<file path="src/design/iefr_pkg.sv">
// package: register map, field positions and reset values of the interrupt enable/flag block
package iefr_pkg;
	localparam int IEFR_AW = 4;
	localparam logic [IEFR_AW-1:0] IEFR_OFF_CTRL = 4'h0;
	localparam logic [IEFR_AW-1:0] IEFR_OFF_PE1  = 4'h4;
	localparam logic [IEFR_AW-1:0] IEFR_OFF_PE2  = 4'h8;
	localparam logic [IEFR_AW-1:0] IEFR_OFF_SEL  = 4'hC;
	// control register fields
	localparam int IEFR_GIE  = 7;
	localparam int IEFR_PERIPH_GROUP_ENABLE = 6;
	localparam int IEFR_T0E  = 5;
	localparam int IEFR_EXE  = 4;
	localparam int IEFR_PBE  = 3;
	localparam int IEFR_T0F  = 2;
	localparam int IEFR_EXF  = 1;
	localparam int IEFR_PBF  = 0;
	localparam logic [7:0] IEFR_CTRL_RST = 8'h00;
	localparam logic [7:0] IEFR_PE1_RST  = 8'h00;
	localparam logic [7:0] IEFR_PE2_RST  = 8'h00;
	localparam logic [7:0] IEFR_SEL_RST  = 8'h00;
	// writable bits of the second enable register; bits 3..1 are unimplemented
	localparam logic [7:0] IEFR_PE2_MASK = 8'hF1;
	localparam logic [1:0] IEFR_RESP_OKAY   = 2'h0;
	localparam logic [1:0] IEFR_RESP_SLVERR = 2'h2;
	typedef struct packed {
		logic [7:0] ctrl;
		logic [7:0] pe1;
		logic [7:0] pe2;
		logic [7:0] sel;
		logic [7:0] pb_sync1;
		logic [7:0] pb_sync2;
		logic [7:0] pb_prev;
		logic [1:0] ex_sync;
		logic       ex_prev;
		logic       aw_got;
		logic       w_got;
		logic [IEFR_AW-1:0] aw_addr;
		logic [31:0] w_data;
		logic [3:0]  w_strb;
		logic        bvalid;
		logic [1:0]  bresp;
		logic        rvalid;
		logic [31:0] rdata;
		logic [1:0]  rresp;
		logic        irq;
	} iefr_state_s;
endpackage : iefr_pkg

</file>
<file path="src/design/iefr_top.sv">
// interrupt control, enable and flag registers behind an AXI4-Lite slave
`timescale 1ns/1ns
// Function
// - global enable bit 7 passes unmasked requests; clear blocks every request
// - peripheral-group enable bit 6 passes or blocks all peripheral requests
// - no peripheral-register source requests unless peripheral-group enable is set
// - control bit 5 gates timer 0 overflow interrupt
// - control bit 4 gates external pin interrupt
// - control bit 3 enables port B change; pin counts only if selected
// - control bit 2 sets on timer 0 rollover, held until software writes 0
// - control bit 1 sets on external pin edge, cleared only by writing 0 or by reset
// - control bit 0 sets on selected port B pin change, held until cleared
// - reset leaves timer 0 counter alone; software initialises it first
// - first enable bit 7 gates timer 1 gate acquisition-complete interrupt
// - first enable bit 6 gates converter completion interrupt
// - first enable bits 5 and 4 gate serial receive and transmit
// - first enable bit 3 gates synchronous serial port interrupt
// - first enable bit 2 gates capture/compare unit 1 interrupt
// - first enable bit 1 gates timer 2 period-match interrupt
// - first enable bit 0 gates timer 1 overflow interrupt
// - second enable bit 7 gates timer 3 gate acquisition-complete interrupt
// - second enable bit 6 gates timer 3 overflow interrupt
// - second enable bits 5 and 4 gate timer B and timer A overflow
// - second enable bits 3..1 read zero, writes ignored
// - second enable bit 0 gates capture/compare unit 2 interrupt
// - flags set on their event regardless of any enable
module iefr_top (
	input  wire logic                       core_clk_i,
	input  wire logic                       resetn_i,
	input  wire logic [iefr_pkg::IEFR_AW-1:0] s_axi_awaddr_i,
	input  wire logic                       s_axi_awvalid_i,
	output logic                            s_axi_awready_o,
	input  wire logic [31:0]                s_axi_wdata_i,
	input  wire logic [3:0]                 s_axi_wstrb_i,
	input  wire logic                       s_axi_wvalid_i,
	output logic                            s_axi_wready_o,
	output logic [1:0]                      s_axi_bresp_o,
	output logic                            s_axi_bvalid_o,
	input  wire logic                       s_axi_bready_i,
	input  wire logic [iefr_pkg::IEFR_AW-1:0] s_axi_araddr_i,
	input  wire logic                       s_axi_arvalid_i,
	output logic                            s_axi_arready_o,
	output logic [31:0]                     s_axi_rdata_o,
	output logic [1:0]                      s_axi_rresp_o,
	output logic                            s_axi_rvalid_o,
	input  wire logic                       s_axi_rready_i,
	input  wire logic                       timer0_rollover_i,
	input  wire logic                       external_irq_pin_i,
	input  wire logic                       ext_rising_edge_i,
	input  wire logic [7:0]                 port_b_pins_i,
	input  wire logic [7:0]                 periph1_flags_i,
	input  wire logic [7:0]                 periph2_flags_i,
	output logic                            irq_o
);
	import iefr_pkg::*;

	// ----------------------------------------------------------------
	// state
	// ----------------------------------------------------------------
	iefr_state_s s_q;
	iefr_state_s s_d;

	logic        aw_fire;
	logic        w_fire;
	logic        do_write;
	logic        wr_en;
	logic [7:0]  wbyte;
	logic [IEFR_AW-1:0] wr_addr;
	logic [7:0]  pb_change;
	logic        ex_edge;
	logic [7:0]  p1_req;
	logic [7:0]  p2_req;
	logic        core_req;
	logic        periph_req;
	logic [7:0]  rd_byte;
	logic        rd_hit;

	// write channels are taken independently, the response waits for both
	assign s_axi_awready_o = !s_q.aw_got && !s_q.bvalid;
	assign s_axi_wready_o  = !s_q.w_got && !s_q.bvalid;
	assign s_axi_arready_o = !s_q.rvalid;
	assign s_axi_bvalid_o  = s_q.bvalid;
	assign s_axi_bresp_o   = s_q.bresp;
	assign s_axi_rvalid_o  = s_q.rvalid;
	assign s_axi_rdata_o   = s_q.rdata;
	assign s_axi_rresp_o   = s_q.rresp;
	assign irq_o           = s_q.irq;

	assign aw_fire  = s_axi_awvalid_i && s_axi_awready_o;
	assign w_fire   = s_axi_wvalid_i && s_axi_wready_o;
	assign do_write = (s_q.aw_got || aw_fire) && (s_q.w_got || w_fire);

	// ----------------------------------------------------------------
	// event detection
	// ----------------------------------------------------------------
	// only pins chosen in the select register count as a change
	assign pb_change = (s_q.pb_sync2 ^ s_q.pb_prev) & s_q.sel;
	// the pin is asynchronous, so its edge is taken after two flops
	assign ex_edge = ext_rising_edge_i ? (s_q.ex_sync[1] && !s_q.ex_prev)
	                                   : (!s_q.ex_sync[1] && s_q.ex_prev);

	// ----------------------------------------------------------------
	// request combination
	// ----------------------------------------------------------------
	// one gate per bit; bit order matches both enable registers
	genvar gi;
	generate
		for (gi = 0; gi < 8; gi++) begin : g_gate
			assign p1_req[gi] = periph1_flags_i[gi] & s_q.pe1[gi];
			assign p2_req[gi] = periph2_flags_i[gi] & s_q.pe2[gi];
		end
	endgenerate

	assign core_req = (s_q.ctrl[IEFR_T0F] & s_q.ctrl[IEFR_T0E])
	                | (s_q.ctrl[IEFR_EXF] & s_q.ctrl[IEFR_EXE])
	                | (s_q.ctrl[IEFR_PBF] & s_q.ctrl[IEFR_PBE]);
	assign periph_req = s_q.ctrl[IEFR_PERIPH_GROUP_ENABLE] & (|p1_req | |p2_req);

	// ----------------------------------------------------------------
	// read mux
	// ----------------------------------------------------------------
	always_comb begin
		rd_hit  = 1'b1;
		rd_byte = 8'h00;
		case (s_axi_araddr_i)
			IEFR_OFF_CTRL: rd_byte = s_q.ctrl;
			IEFR_OFF_PE1:  rd_byte = s_q.pe1;
			IEFR_OFF_PE2:  rd_byte = s_q.pe2 & IEFR_PE2_MASK;
			IEFR_OFF_SEL:  rd_byte = s_q.sel;
			default:       rd_hit  = 1'b0;
		endcase
	end

	// ----------------------------------------------------------------
	// next state
	// ----------------------------------------------------------------
	always_comb begin
		s_d = s_q;
		wr_en = 1'b0;
		wbyte = 8'h00;
		wr_addr = s_q.aw_got ? s_q.aw_addr : s_axi_awaddr_i;
		s_d.ex_sync  = {s_q.ex_sync[0], external_irq_pin_i};
		s_d.ex_prev  = s_q.ex_sync[1];
		s_d.pb_sync1 = port_b_pins_i;
		s_d.pb_sync2 = s_q.pb_sync1;
		s_d.pb_prev  = s_q.pb_sync2;

		if (aw_fire) begin
			s_d.aw_got  = 1'b1;
			s_d.aw_addr = s_axi_awaddr_i;
		end
		if (w_fire) begin
			s_d.w_got  = 1'b1;
			s_d.w_data = s_axi_wdata_i;
			s_d.w_strb = s_axi_wstrb_i;
		end

		// register write: only byte lane 0 carries data
		if (do_write) begin
			wbyte = s_q.w_got ? s_q.w_data[7:0] : s_axi_wdata_i[7:0];
			wr_en = s_q.w_got ? s_q.w_strb[0] : s_axi_wstrb_i[0];
			s_d.aw_got = 1'b0;
			s_d.w_got  = 1'b0;
			s_d.bvalid = 1'b1;
			s_d.bresp  = IEFR_RESP_OKAY;
			case (wr_addr)
				IEFR_OFF_CTRL: begin
					if (wr_en) s_d.ctrl = wbyte;
				end
				IEFR_OFF_PE1: begin
					if (wr_en) s_d.pe1 = wbyte;
				end
				IEFR_OFF_PE2: begin
					if (wr_en) s_d.pe2 = wbyte & IEFR_PE2_MASK;
				end
				IEFR_OFF_SEL: begin
					if (wr_en) s_d.sel = wbyte;
				end
				default: s_d.bresp = IEFR_RESP_SLVERR;
			endcase
		end else if (s_q.bvalid && s_axi_bready_i) begin
			s_d.bvalid = 1'b0;
		end

		// flags set after any software write, so a same-cycle event wins
		// timer 0 counter itself lives outside; nothing here resets it
		if (timer0_rollover_i) s_d.ctrl[IEFR_T0F] = 1'b1;
		if (ex_edge)           s_d.ctrl[IEFR_EXF] = 1'b1;
		if (|pb_change)        s_d.ctrl[IEFR_PBF] = 1'b1;

		if (s_axi_arvalid_i && s_axi_arready_o) begin
			s_d.rvalid = 1'b1;
			s_d.rdata  = {24'h000000, rd_byte};
			s_d.rresp  = rd_hit ? IEFR_RESP_OKAY : IEFR_RESP_SLVERR;
		end else if (s_q.rvalid && s_axi_rready_i) begin
			s_d.rvalid = 1'b0;
		end

		s_d.irq = s_q.ctrl[IEFR_GIE] & (core_req | periph_req);
	end

	// ----------------------------------------------------------------
	// registers
	// ----------------------------------------------------------------
	always_ff @(posedge core_clk_i) begin
		if (!resetn_i) begin
			s_q <= '0;
			s_q.ctrl <= IEFR_CTRL_RST;
			s_q.pe1  <= IEFR_PE1_RST;
			s_q.pe2  <= IEFR_PE2_RST;
			s_q.sel  <= IEFR_SEL_RST;
		end else begin
			s_q <= s_d;
		end
	end

endmodule : iefr_top

</file>
<file path="config.mk">
export PLATFORM = sky130hd
export DESIGN_NAME = iefr_top
export DESIGN_NICKNAME = d
export VERILOG_FILES = /design/src/design/iefr_pkg.sv /design/src/design/iefr_top.sv
export SDC_FILE = /design/constraint.sdc
export NUM_CORES = 1
export LEC_CHECK = 0
export ABC_AREA = 0
export BUFFER_PORTS_ARGS = -buffer_cell sky130_fd_sc_hd__buf_2
export CORE_MARGIN = 2
export CORE_UTILIZATION = 52
export CTS_BUF_LIST = sky130_fd_sc_hd__clkbuf_4 sky130_fd_sc_hd__clkbuf_8
export DETAILED_ROUTE_END_ITERATION = 8
export PLACE_DENSITY = 0.91
export SLEW_MARGIN = 30
export SYNTH_ARGS = -nofsm -noshare
export SYNTH_HDL_FRONTEND = slang
export SYNTH_SLANG_ARGS = --single-unit
</file>
<file path="constraint.sdc">
create_clock -name core_clk_i -period 2.2 [get_ports core_clk_i]
set_input_delay 0.11 -clock core_clk_i [delete_from_list [all_inputs] [get_ports core_clk_i]]
set_output_delay 0.11 -clock core_clk_i [all_outputs]
set_load 0.01 [all_outputs]
</file>
==> results of run 1 <==
==> cell usage after synthesis, drive strengths merged (3+ instances only) <==
library cell,count
buf,45
and2,29
o21ai,8
nand3,8
dfxtp,84
inv,3
mux2i,19
nand2,6
a22oi,17
mux4,5
nor2,35
mux2,10
a21oi,32
xor2,8
nor3,55
clkbuf,12
==> through the flow <==
stage / worst slack [ps] / power (mW)
floorplan: 349 / 1.97
global placement: 414 / 2.04
detailed placement: 365 / 2.06
CTS: 283 / 3.13
global route: 126 / 3.26
finish: 233 / 3.13
==> worst paths after layout <==
path	start	endpoint	slack (ps)	cells past startpoint
max	s_q[80]	s_q[115]	230	7
min	s_axi_awaddr_i[0]	s_q[75]	30	3
max reg2reg	s_q[80]	s_q[115]	230	7
min reg2reg	s_d[98]	s_d[90]	440	1
==> worst max-delay path: cells and delay by family (launching register included) <==
family | cells | cell delay [ps]
buffers and inverters | 3 | 700
and+or+nand+nor | 1 | 250
DFF | 1 | 360
AOI/OAI and AO/OA | 3 | 560
==> area by class of cell <==
type,instances,area (sq um),area share [%]
Multi-Input combinational cell,273,1700,39.6
Inverter,3,11.3,0.262
Tap cell,96,120,2.79
Sequential cell,84,1680,39.1
Clock inverter,7,63.8,1.48
Clock buffer,9,124,2.88
Timing Repair Buffer,94,598,13.9
==> registers in the layout, summed over array words and instances, names as in the netlist <==
name	count
s_d	18
s_axi_bresp_o	1
s_q	53
s_axi_rdata_o	8
irq_o	1
s_axi_rvalid_o	1
s_axi_rresp_o	1
s_axi_bvalid_o	1
==> power by group through the flow <==
stage | Sequential [mW] | Combinational (mW) | Clock, mW
after floorplan | 1.64 | 0.326 | 0
after global placement | 1.65 | 0.395 | 0
after detailed placement | 1.65 | 0.405 | 0
after CTS | 1.62 | 0.436 | 1.08
after global routing | 1.62 | 0.489 | 1.14
final | 1.62 | 0.449 | 1.06
==> cells by family (layout without fill, tap and decap cells) <==
group,after synthesis,in the layout,share of synthesized area (%)
multiplexers,34,34,11.3
other,1,26,0.102
AND/OR/NAND/NOR,139,139,19.0
flip-flops,84,84,45.5
AO/OA/AOI/OAI,66,66,11.4
buffers and inverters,60,113,10.8
XOR/XNOR,8,8,1.90
==> what timing repair did <==
| action | in CTS | in global routing |
|---|---|---|
| hold buffers | 20 | 0 |
| hold endpoints to repair | 20 | 0 |
| buffers inserted | 0 | 0 |
==> placed cells by master (no fill, tap or decap), types with 2 or more instances in the layout <==
cell type,Yosys,routed
sky130_fd_sc_hd__dfxtp_1,84,84
sky130_fd_sc_hd__o21ai_0,8,8
sky130_fd_sc_hd__conb_1,1,26
sky130_fd_sc_hd__buf_2,2,63
sky130_fd_sc_hd__inv_1,2,2
sky130_fd_sc_hd__buf_4,36,11
sky130_fd_sc_hd__a222oi_1,2,2
sky130_fd_sc_hd__clkbuf_8,0,9
sky130_fd_sc_hd__a22oi_1,17,17
sky130_fd_sc_hd__inv_6,0,5
sky130_fd_sc_hd__dlygate4sd3_1,0,20
sky130_fd_sc_hd__nor3_1,55,55
sky130_fd_sc_hd__a21oi_1,32,32
sky130_fd_sc_hd__nand3_1,8,8
sky130_fd_sc_hd__mux2i_1,19,19
sky130_fd_sc_hd__nand2_1,6,6
sky130_fd_sc_hd__nand2b_1,2,2
sky130_fd_sc_hd__nor2_1,35,35
sky130_fd_sc_hd__and2_1,29,29
sky130_fd_sc_hd__xor2_1,8,8
sky130_fd_sc_hd__mux4_2,5,5
sky130_fd_sc_hd__mux2_2,10,10
sky130_fd_sc_hd__a31oi_1,2,2
==> routing by layer <==
layer | vias up | track usage, % | wire length [microns]
met5 | - | 0 | 0
met4 | 0 | 9.09 | 238
met3 | 26 | 6.90 | 758
met2 | 169 | 37.9 | 4100
met1 | 1402 | 25.9 | 3250
li1 | 1461 | - | -
==> run_results.csv, run 1 <==
group,metric,value,unit
layout,syn2layout_area_growth,16.5,%
logic_synthesis,ys_seq_elements,84,
power_and_ir_drop,internal_power,2.21,mW
global_routing,antenna_found_initial,0,
clock_network,postCtsResizedCells,0,
sta,slew_violations,0,
placement,placement.cell_area,3920,sq um
logic_synthesis,postSynthAreaPerCell,9.42,sq um
detailed_routing,detail_route.first_pass.iterations,6,
worst_setup_path,crit_type,"register to register",
sta,layout_worst_path_cycle_share,89.4,%
clock_network,clock_tree.buffer_depth,2,
logic_synthesis,yosysUniqueCellTypes,33,
detailed_routing,drcViolationCount,0,
detailed_routing,first_iter_violations,314,
layout,post_route_cells_drive_above_1_share,23.2,%
power_and_ir_drop,worst_ir_drop_vdd,490,uV
detailed_routing,antenna_violating_nets_post_route,0,
sta,slew_headroom,59.9,%
logic_synthesis,synth_top_flop_cell,"sky130_fd_sc_hd__dfxtp_1",
global_routing,gr-total-overflow,0,
global_routing,grt.total_usage,22.2,%
power_and_ir_drop,power.share.clock,33.9,%
run,maxCapViolCount,0,
logic_synthesis,synth_top_cell_area_share,45.5,%
sta,final-setup-viol-count,0,
clock_network,cts.sink_count,84,
power_and_ir_drop,pwr_density_cell,727,nW/um^2
logic_synthesis,synthTopCellsByArea,"sky130_fd_sc_hd__dfxtp_1 46%, sky130_fd_sc_hd__nor3_1 7.5%, sky130_fd_sc_hd__buf_4 7.3%, sky130_fd_sc_hd__mux2i_1 5.2%, sky130_fd_sc_hd__and2_1 4.9%",
sta,finalSetupTns,0,ps
worst_setup_path,cp_cell_sequence,"buf_4 > o22ai_1 > buf_4 > a2111oi_4 > buf_4 > a21oi_1 > nor3_1",
worst_setup_path,cp_slowest_stage_delay,360,ps
min_path,hold_class,"input port to register",
power_and_ir_drop,netSwitchingFraction,29.3,%
power_and_ir_drop,switchingPower,917,uW
detailed_routing,routed_wl,8340,microns
floorplanning,placement_rows,30,
placement,place_inst,530,
worst_setup_path,critPathCaptureType,"register",
clock_network,cts_tree,"yes",
power_and_ir_drop,power_frac_comb,14.4,%
clock_network,cts_buffers,9,
global_routing,vias_in_the_first_global_route,2851,
sta,worst_pin_slew,599,ps
logic_synthesis,synth_enable_flop_cells,0,
worst_setup_path,worstSetupStartpointType,"register",
floorplanning,floorplan.core_area,6830,sq um
worst_setup_path,cpMostUsedCell,"sky130_fd_sc_hd__buf_4",
clock_network,clock_tree.root_cell,"sky130_fd_sc_hd__clkbuf_8",
sta,worst_clock_skew,7.96,ps
detailed_routing,vias,3058,
placement,globalplace.congestion,0.908,
clock_network,cts-htree-levels,3,
sta,holdWs,30.0,ps
worst_setup_path,worst_ep_arrival_time,2240,ps
layout,fillerInstances,567,
floorplanning,boundaryPins,120,
worst_setup_path,cp_max_fo,29,
placement,io_buffer_count,63,
floorplanning,fp.dieH,88.3,microns
floorplanning,die-area,7790,sq um
sta,finalHoldViolCount,0,
logic_synthesis,post_synth_inst_count,392,
logic_synthesis,yosysWarningCount,0,
logic_synthesis,synth_async_sr_flop_share,0,%
layout,post_layout_util,63.0,%
logic_synthesis,mappedNetlistArea,3690,sq um
layout,antenna-diode-count,0,
sta,maxClockFrequency,508,MHz
global_routing,grt_max_degree,32,
detailed_routing,mean_number_of_vias_per_cell,5.40,
layout,finalNonFillerCells,566,
logic_synthesis,synth_area_leader_cell,"sky130_fd_sc_hd__dfxtp_1",
sta,grt_setup_unrepaired,"no",
global_routing,grt_pass1_wl,13100,microns
clock_network,clk_latency,360,ps
layout,postLayoutCellArea,4300,sq um
outcome,run_status,"completed",
detailed_routing,drt-wirelength-per-cell,14.7,microns
sta,period_needed,1970,ps
logic_synthesis,yosysSeqAreaShare,45.5,%
placement,hpwlAfterDp,5530,microns
clock_network,clk_pin_slew_worst_paths,90,ps
worst_setup_path,cp_slowest_cell,"sky130_fd_sc_hd__dfxtp_1",
floorplanning,floorplan.initialDensity,54.0,%
layout,fin_nets,543,
floorplanning,die_w,88.3,microns
worst_setup_path,critPathRequiredTime,2480,ps
power_and_ir_drop,power.static_leakage,1.76,nW
power_and_ir_drop,p_seq_share,51.8,%
No activity file was read; power rests on OpenSTA's default activity.
==> run 2: changes to the inputs <==
CORE_ASPECT_RATIO = 0.5   (was unset)
==> run 2 against run 1 <==
Effect of this change:
- first-iteration DRC count shrank 20%
- critical path depth is the same
- critical path type is now input port to register
- sequential share of layout area grew 0.46 points
- setup slack gained 84 ps
- utilization shrank 0.25 points
- cell area shrank 1.2%
- die area grew 0.53%
- clock skew shrank 0.98 ps
- non-clock buffer count shrank 5
- largest cell class unchanged
- combinational power shrank 3%
- sequential power is essentially flat
- routed wire length shrank 5.3%
==> run_results.csv, run 2 (synthesis gave the netlist of run 1 again) <==
group,metric,value,unit
outcome,run_status,"completed",
power_and_ir_drop,totalPowerFinal,3.10,mW
worst_setup_path,critPathCaptureType,"register",
power_and_ir_drop,power.static_leakage,1.74,nW
sta,slew_headroom,58.4,%
layout,commonest_non_fill_non_tap_cell_in_the_layout,"sky130_fd_sc_hd__dfxtp_1",
clock_network,cts_tree,"yes",
detailed_routing,antenna_violating_nets_post_route,0,
sta,layout_worst_path_cycle_share,85.6,%
worst_setup_path,cp_top_family,"buffers and inverters",
sta,finalHoldViolCount,0,
clock_network,clock_tree.root_cell,"sky130_fd_sc_hd__clkbuf_8",
global_routing,grt_pass1_wl,12500,microns
worst_setup_path,cp_max_fo,29,
placement,globalplace.congestion,0.957,
worst_setup_path,critPathRequiredTime,2490,ps
layout,syn2layout_area_growth,15.2,%
clock_network,clk_latency,370,ps
floorplanning,floorplan.core_area,6780,sq um
detailed_routing,mean_number_of_vias_per_cell,5.42,
clock_network,cts_buffers,9,
sta,maxClockFrequency,531,MHz
placement,hpwlAfterDp,5460,microns
worst_setup_path,worst_ep_arrival_time,2180,ps
power_and_ir_drop,pwr_density_cell,730,nW/um^2
sta,period_needed,1880,ps
sta,worst_pin_slew,625,ps
worst_setup_path,worstSetupStartpointType,"input port",
detailed_routing,first_iter_violations,252,
global_routing,gr-total-overflow,0,
placement,io_buffer_count,63,
layout,most-common-layout-cells,"84 x sky130_fd_sc_hd__dfxtp_1, 63 x sky130_fd_sc_hd__buf_2, 55 x sky130_fd_sc_hd__nor3_1",
sta,grt_setup_unrepaired,"no",
global_routing,grt_max_degree,55,
layout,fillerInstances,551,
power_and_ir_drop,worst_ir_drop_vdd,309,uV
floorplanning,placement_rows,21,
worst_setup_path,cp_slowest_stage_delay,530,ps
clock_network,cts-htree-levels,3,
layout,multi_input_area,1700,sq um
sta,finalSetupTns,0,ps
clock_network,cts.sink_count,84,
global_routing,vias_in_the_first_global_route,2666,
worst_setup_path,path_buf_inv,3,
clock_network,postCtsResizedCells,0,
layout,largest_register_ff_count,53,
worst_setup_path,cp_slowest_cell,"sky130_fd_sc_hd__dlygate4sd3_1",
layout,register_ranked_first_by_flip_flop_count,"s_q",
floorplanning,fp.dieH,63.6,microns
detailed_routing,detail_route.first_pass.iterations,5,
floorplanning,floorplan.initialDensity,54.5,%
detailed_routing,vias,3021,
worst_setup_path,r2r_setup_slack,340,ps
layout,antenna-diode-count,0,
global_routing,grt.total_usage,21.0,%
clock_network,clock_tree.buffer_depth,2,
detailed_routing,drt-wirelength-per-cell,14.2,microns
layout,fin_nets,538,
clock_network,clk_pin_slew_worst_paths,90,ps
run,maxCapViolCount,0,
detailed_routing,drcViolationCount,0,
worst_setup_path,cp_cell_sequence,"dlygate4sd3_1 > buf_2 > or3_4 > a2111oi_4 > buf_4 > nand3_1 > a31oi_1",
layout,post_route_cells_drive_above_1_share,22.8,%
floorplanning,boundaryPins,120,
layout,sequential_cell_area,1680,sq um
global_routing,antenna_found_initial,0,
min_path,hold_class,"input port to register",
sta,worst_clock_skew,6.98,ps
detailed_routing,routed_wl,7900,microns
floorplanning,die-area,7830,sq um
sta,slew_violations,0,
worst_setup_path,crit_type,"input port to register",
floorplanning,die_w,123,microns
sta,final-setup-viol-count,0,
-- run 2: changes by cell type in the layout (fill, tap and decap cells not counted), sizes merged --
cell         change
buf              -3
dlygate4sd3      -2
clkinv           -1
inv              +1
-- run 2: power breakdown --
group          internal [mW]  switching (mW)
Combinational          0.183           0.254
Sequential              1.58          0.0376
Clock                  0.438           0.611
Total                   2.20           0.903
-- run 2: stage by stage --
step                      hold WS, ps  worst slack [ps]  instances  instance area, sq um  utilization, %
after floorplan                   237               349        417                  3790               -
final                            15.0               317        557                  4250            62.7
after global placement            317               392        523                  3890            57.3
after detailed placement          320               386        523                  3890            57.3
after CTS                        4.62               338        557                  4250            62.7
after global routing             11.9               194        557                  4250            62.7
-- run 2: worst min-delay path, cell delays in order --
cell and delay [ps]:
sky130_fd_sc_hd__buf_2 100, sky130_fd_sc_hd__mux2i_1 70, sky130_fd_sc_hd__nor2_1 70
-- run 2: worst paths after layout --
kind | from | end | cells past startpoint
worst max-delay path | s_axi_awaddr_i[1] | s_q[133] | 7
worst max register to register | s_q[80] | s_q[134] | 5
worst min register to register | s_d[92] | s_d[84] | 1
worst min-delay path | s_axi_awaddr_i[3] | s_q[78] | 3
-- run 2: layout make-up --
| type | count | area share, % |
|---|---|---|
| multi-input combinational | 273 | 40.1 |
| sequential | 84 | 39.5 |
| timing repair buffer | 89 | 13.1 |
| clock buffer | 9 | 2.91 |
| tap | 92 | 2.71 |
| clock inverter | 7 | 1.44 |
| inverter | 3 | 0.265 |
-- run 2: metal layers --
layer | wire (microns) | track usage, %
met2 | 3500 | 32.1
met3 | 882 | 6.25
met5 | 0 | 0
met1 | 3370 | 26.3
met4 | 146 | 11.8
-- run 2: timing repair --
| action | CTS | global route |
|---|---|---|
| endpoints found under the hold margin | 18 | 0 |
| buffers inserted | 0 | 0 |
| hold buffers | 18 | 0 |
==> run 3: changes to the inputs <==
--- a/config.mk
+++ b/config.mk
@@ -10,8 +10,8 @@
 export CORE_ASPECT_RATIO = 0.5
 export CORE_MARGIN = 2
-export CORE_UTILIZATION = 52
+export CORE_UTILIZATION = 30
 export CTS_BUF_LIST = sky130_fd_sc_hd__clkbuf_4 sky130_fd_sc_hd__clkbuf_8
 export DETAILED_ROUTE_END_ITERATION = 8
-export PLACE_DENSITY = 0.91
+export PLACE_DENSITY = 0.61
 export SLEW_MARGIN = 30
 export SYNTH_ARGS = -nofsm -noshare
==> constraint.sdc (replaced) <==
create_clock -name core_clk_i -period 2.2 [get_ports core_clk_i]
set_input_delay 0.33 -clock core_clk_i [delete_from_list [all_inputs] [get_ports core_clk_i]]
set_output_delay 0.33 -clock core_clk_i [all_outputs]
set_load 0.01 [all_outputs]
==> run 3 against run 2 <==
Effect of this change:
- clock skew rose by 3.7 ps
- setup slack improved by 59 ps
- die area rose by 69%
- register-to-register slack improved by 40 ps
- sequential power barely moved
- first-iteration DRC count rose by 3.2%
- maximum frequency rose by 3.3%
- global-route usage fell by 8.1 points
- critical endpoint is now s_q[134]
- largest power group unchanged
==> run_results.csv, run 3 (synthesis gave the netlist of run 1 again) <==
group,metric,value,unit
placement,hpwlAfterDp,5910,microns
global_routing,gr-total-overflow,0,
power_and_ir_drop,pwr_density_cell,777,nW/um^2
floorplanning,fp.dieH,82.4,microns
worst_setup_path,crit_start,"s_q[80]",
layout,syn2layout_area_growth,15.3,%
sta,period_needed,1820,ps
floorplanning,placement_rows,28,
sta,finalHoldViolCount,0,
clock_network,clock_tree.buffer_depth,2,
layout,most-common-layout-cells,"84 x sky130_fd_sc_hd__dfxtp_1, 63 x sky130_fd_sc_hd__buf_2, 55 x sky130_fd_sc_hd__nor3_1",
layout,register_ranked_first_by_flip_flop_count,"s_q",
detailed_routing,vias,2853,
worst_setup_path,worstSetupStartpointType,"register",
clock_network,cts_tree,"yes",
worst_setup_path,critPathCaptureType,"register",
layout,post_route_cells_drive_above_1_share,24.2,%
worst_setup_path,critPathRequiredTime,2450,ps
global_routing,grt_pass1_wl,13100,microns
layout,largest_register_ff_count,53,
layout,antenna-diode-count,0,
worst_setup_path,worst_ep_arrival_time,2070,ps
floorplanning,die_w,161,microns
run,maxCapViolCount,0,
global_routing,antenna_found_initial,1,
sta,layout_worst_path_cycle_share,82.9,%
floorplanning,floorplan.core_area,11900,sq um
sta,slew_violations,0,
outcome,run_status,"completed",
global_routing,grt_max_degree,55,
detailed_routing,first_iter_violations,260,
detailed_routing,detail_route.first_pass.iterations,6,
layout,multi_input_area,1700,sq um
layout,fillerInstances,1251,
clock_network,post_cts.repair.setup_buffers,0,
detailed_routing,drcViolationCount,0,
clock_network,cts-htree-levels,3,
detailed_routing,drt-wirelength-per-cell,13.7,microns
power_and_ir_drop,power.static_leakage,1.71,nW
worst_setup_path,reg2reg_from,"s_q[80]",
sta,worst_pin_slew,661,ps
clock_network,postCtsResizedCells,0,
sta,finalSetupTns,0,ps
clock_network,cts_buffers,9,
min_path,hold_class,"input port to register",
global_routing,grt.total_usage,12.9,%
worst_setup_path,cp_max_fo,29,
detailed_routing,antenna_violating_nets_post_route,0,
detailed_routing,routed_wl,8400,microns
layout,sequential_cell_area,1680,sq um
placement,pre_cts_ws,255,ps
sta,slew_headroom,55.8,%
layout,commonest_non_fill_non_tap_cell_in_the_layout,"sky130_fd_sc_hd__dfxtp_1",
clock_network,cts.sink_count,84,
clock_network,cts_hold_buffers,0,
sta,final-setup-viol-count,0,
floorplanning,floorplan.initialDensity,31.0,%
sta,maxClockFrequency,548,MHz
sta,grt_setup_unrepaired,"no",
placement,io_buffer_count,63,
placement,globalplace.congestion,0.838,
clock_network,clk_pin_slew_worst_paths,90,ps
floorplanning,die-area,13300,sq um
detailed_routing,mean_number_of_vias_per_cell,4.64,
clock_network,clk_latency,360,ps
power_and_ir_drop,worst_ir_drop_vdd,349,uV
global_routing,vias_in_the_first_global_route,2526,
sta,worst_clock_skew,10.7,ps
min_path,timing.hold.worst.start,"port_b_pins_i[4]",
sta,layout_setup_ws,376,ps
floorplanning,boundaryPins,120,
clock_network,clock_tree.root_cell,"sky130_fd_sc_hd__clkbuf_8",
worst_setup_path,crit_type,"register to register",
layout,fin_nets,523,
## run 3: cell count changes in the layout (fill, tap and decap cells not counted), sizes merged
cell         change
dlygate4sd3     -18
inv              -4
buf              +3
bufinv           +2
clkinv           +2
## run 3: power by group
part	leakage [nW]	switching [mW]	internal [mW]
logic	0.906	0.253	0.173
clock network	0.116	0.606	0.659
registers	0.685	0.0361	1.58
total	1.71	0.895	2.41
## run 3: cell type report
class | count | area share (%)
multi-input combinational | 273 | 40.0
sequential | 84 | 39.5
timing repair buffer | 74 | 9.94
tap | 165 | 4.85
clock buffer | 9 | 2.91
clock inverter | 7 | 2.50
inverter | 3 | 0.265
## run 3: worst paths after layout
path	slack [ps]	end	cells past startpoint
setup / recovery	380	s_q[134]	5
hold / removal	170	s_d[96]	2
setup reg to reg	380	s_q[134]	5
hold reg to reg	440	s_d[81]	1
## run 3: critical path: stages (launching register included)
cell and delay [ps]:
sky130_fd_sc_hd__dfxtp_1 360, sky130_fd_sc_hd__or3b_4 420, sky130_fd_sc_hd__a2111o_1 370, sky130_fd_sc_hd__buf_4 230, sky130_fd_sc_hd__nor4_1 250, sky130_fd_sc_hd__nor3_1 70
## run 3: per-layer routing
metal  vias up  share of wire, %  GRT usage (%)
met4         2               1.1           4.82
met2       102                44           19.7
met1      1318                48           17.1
li1       1422                 -              -
met3         9               7.6           4.20
met5         -              0.19              0
## run 3: through the flow
stage	total power [mW]	hold WS, ps	instance area [sq um]	util (%)	std cells
after floorplan	1.97	412	3790	-	417
after global placement	2.07	413	4030	33.8	599
after detailed placement	2.08	419	4030	33.8	599
after CTS	3.34	151	4260	35.7	615
after global routing	3.45	145	4260	35.7	615
final	3.31	165	4260	35.7	615
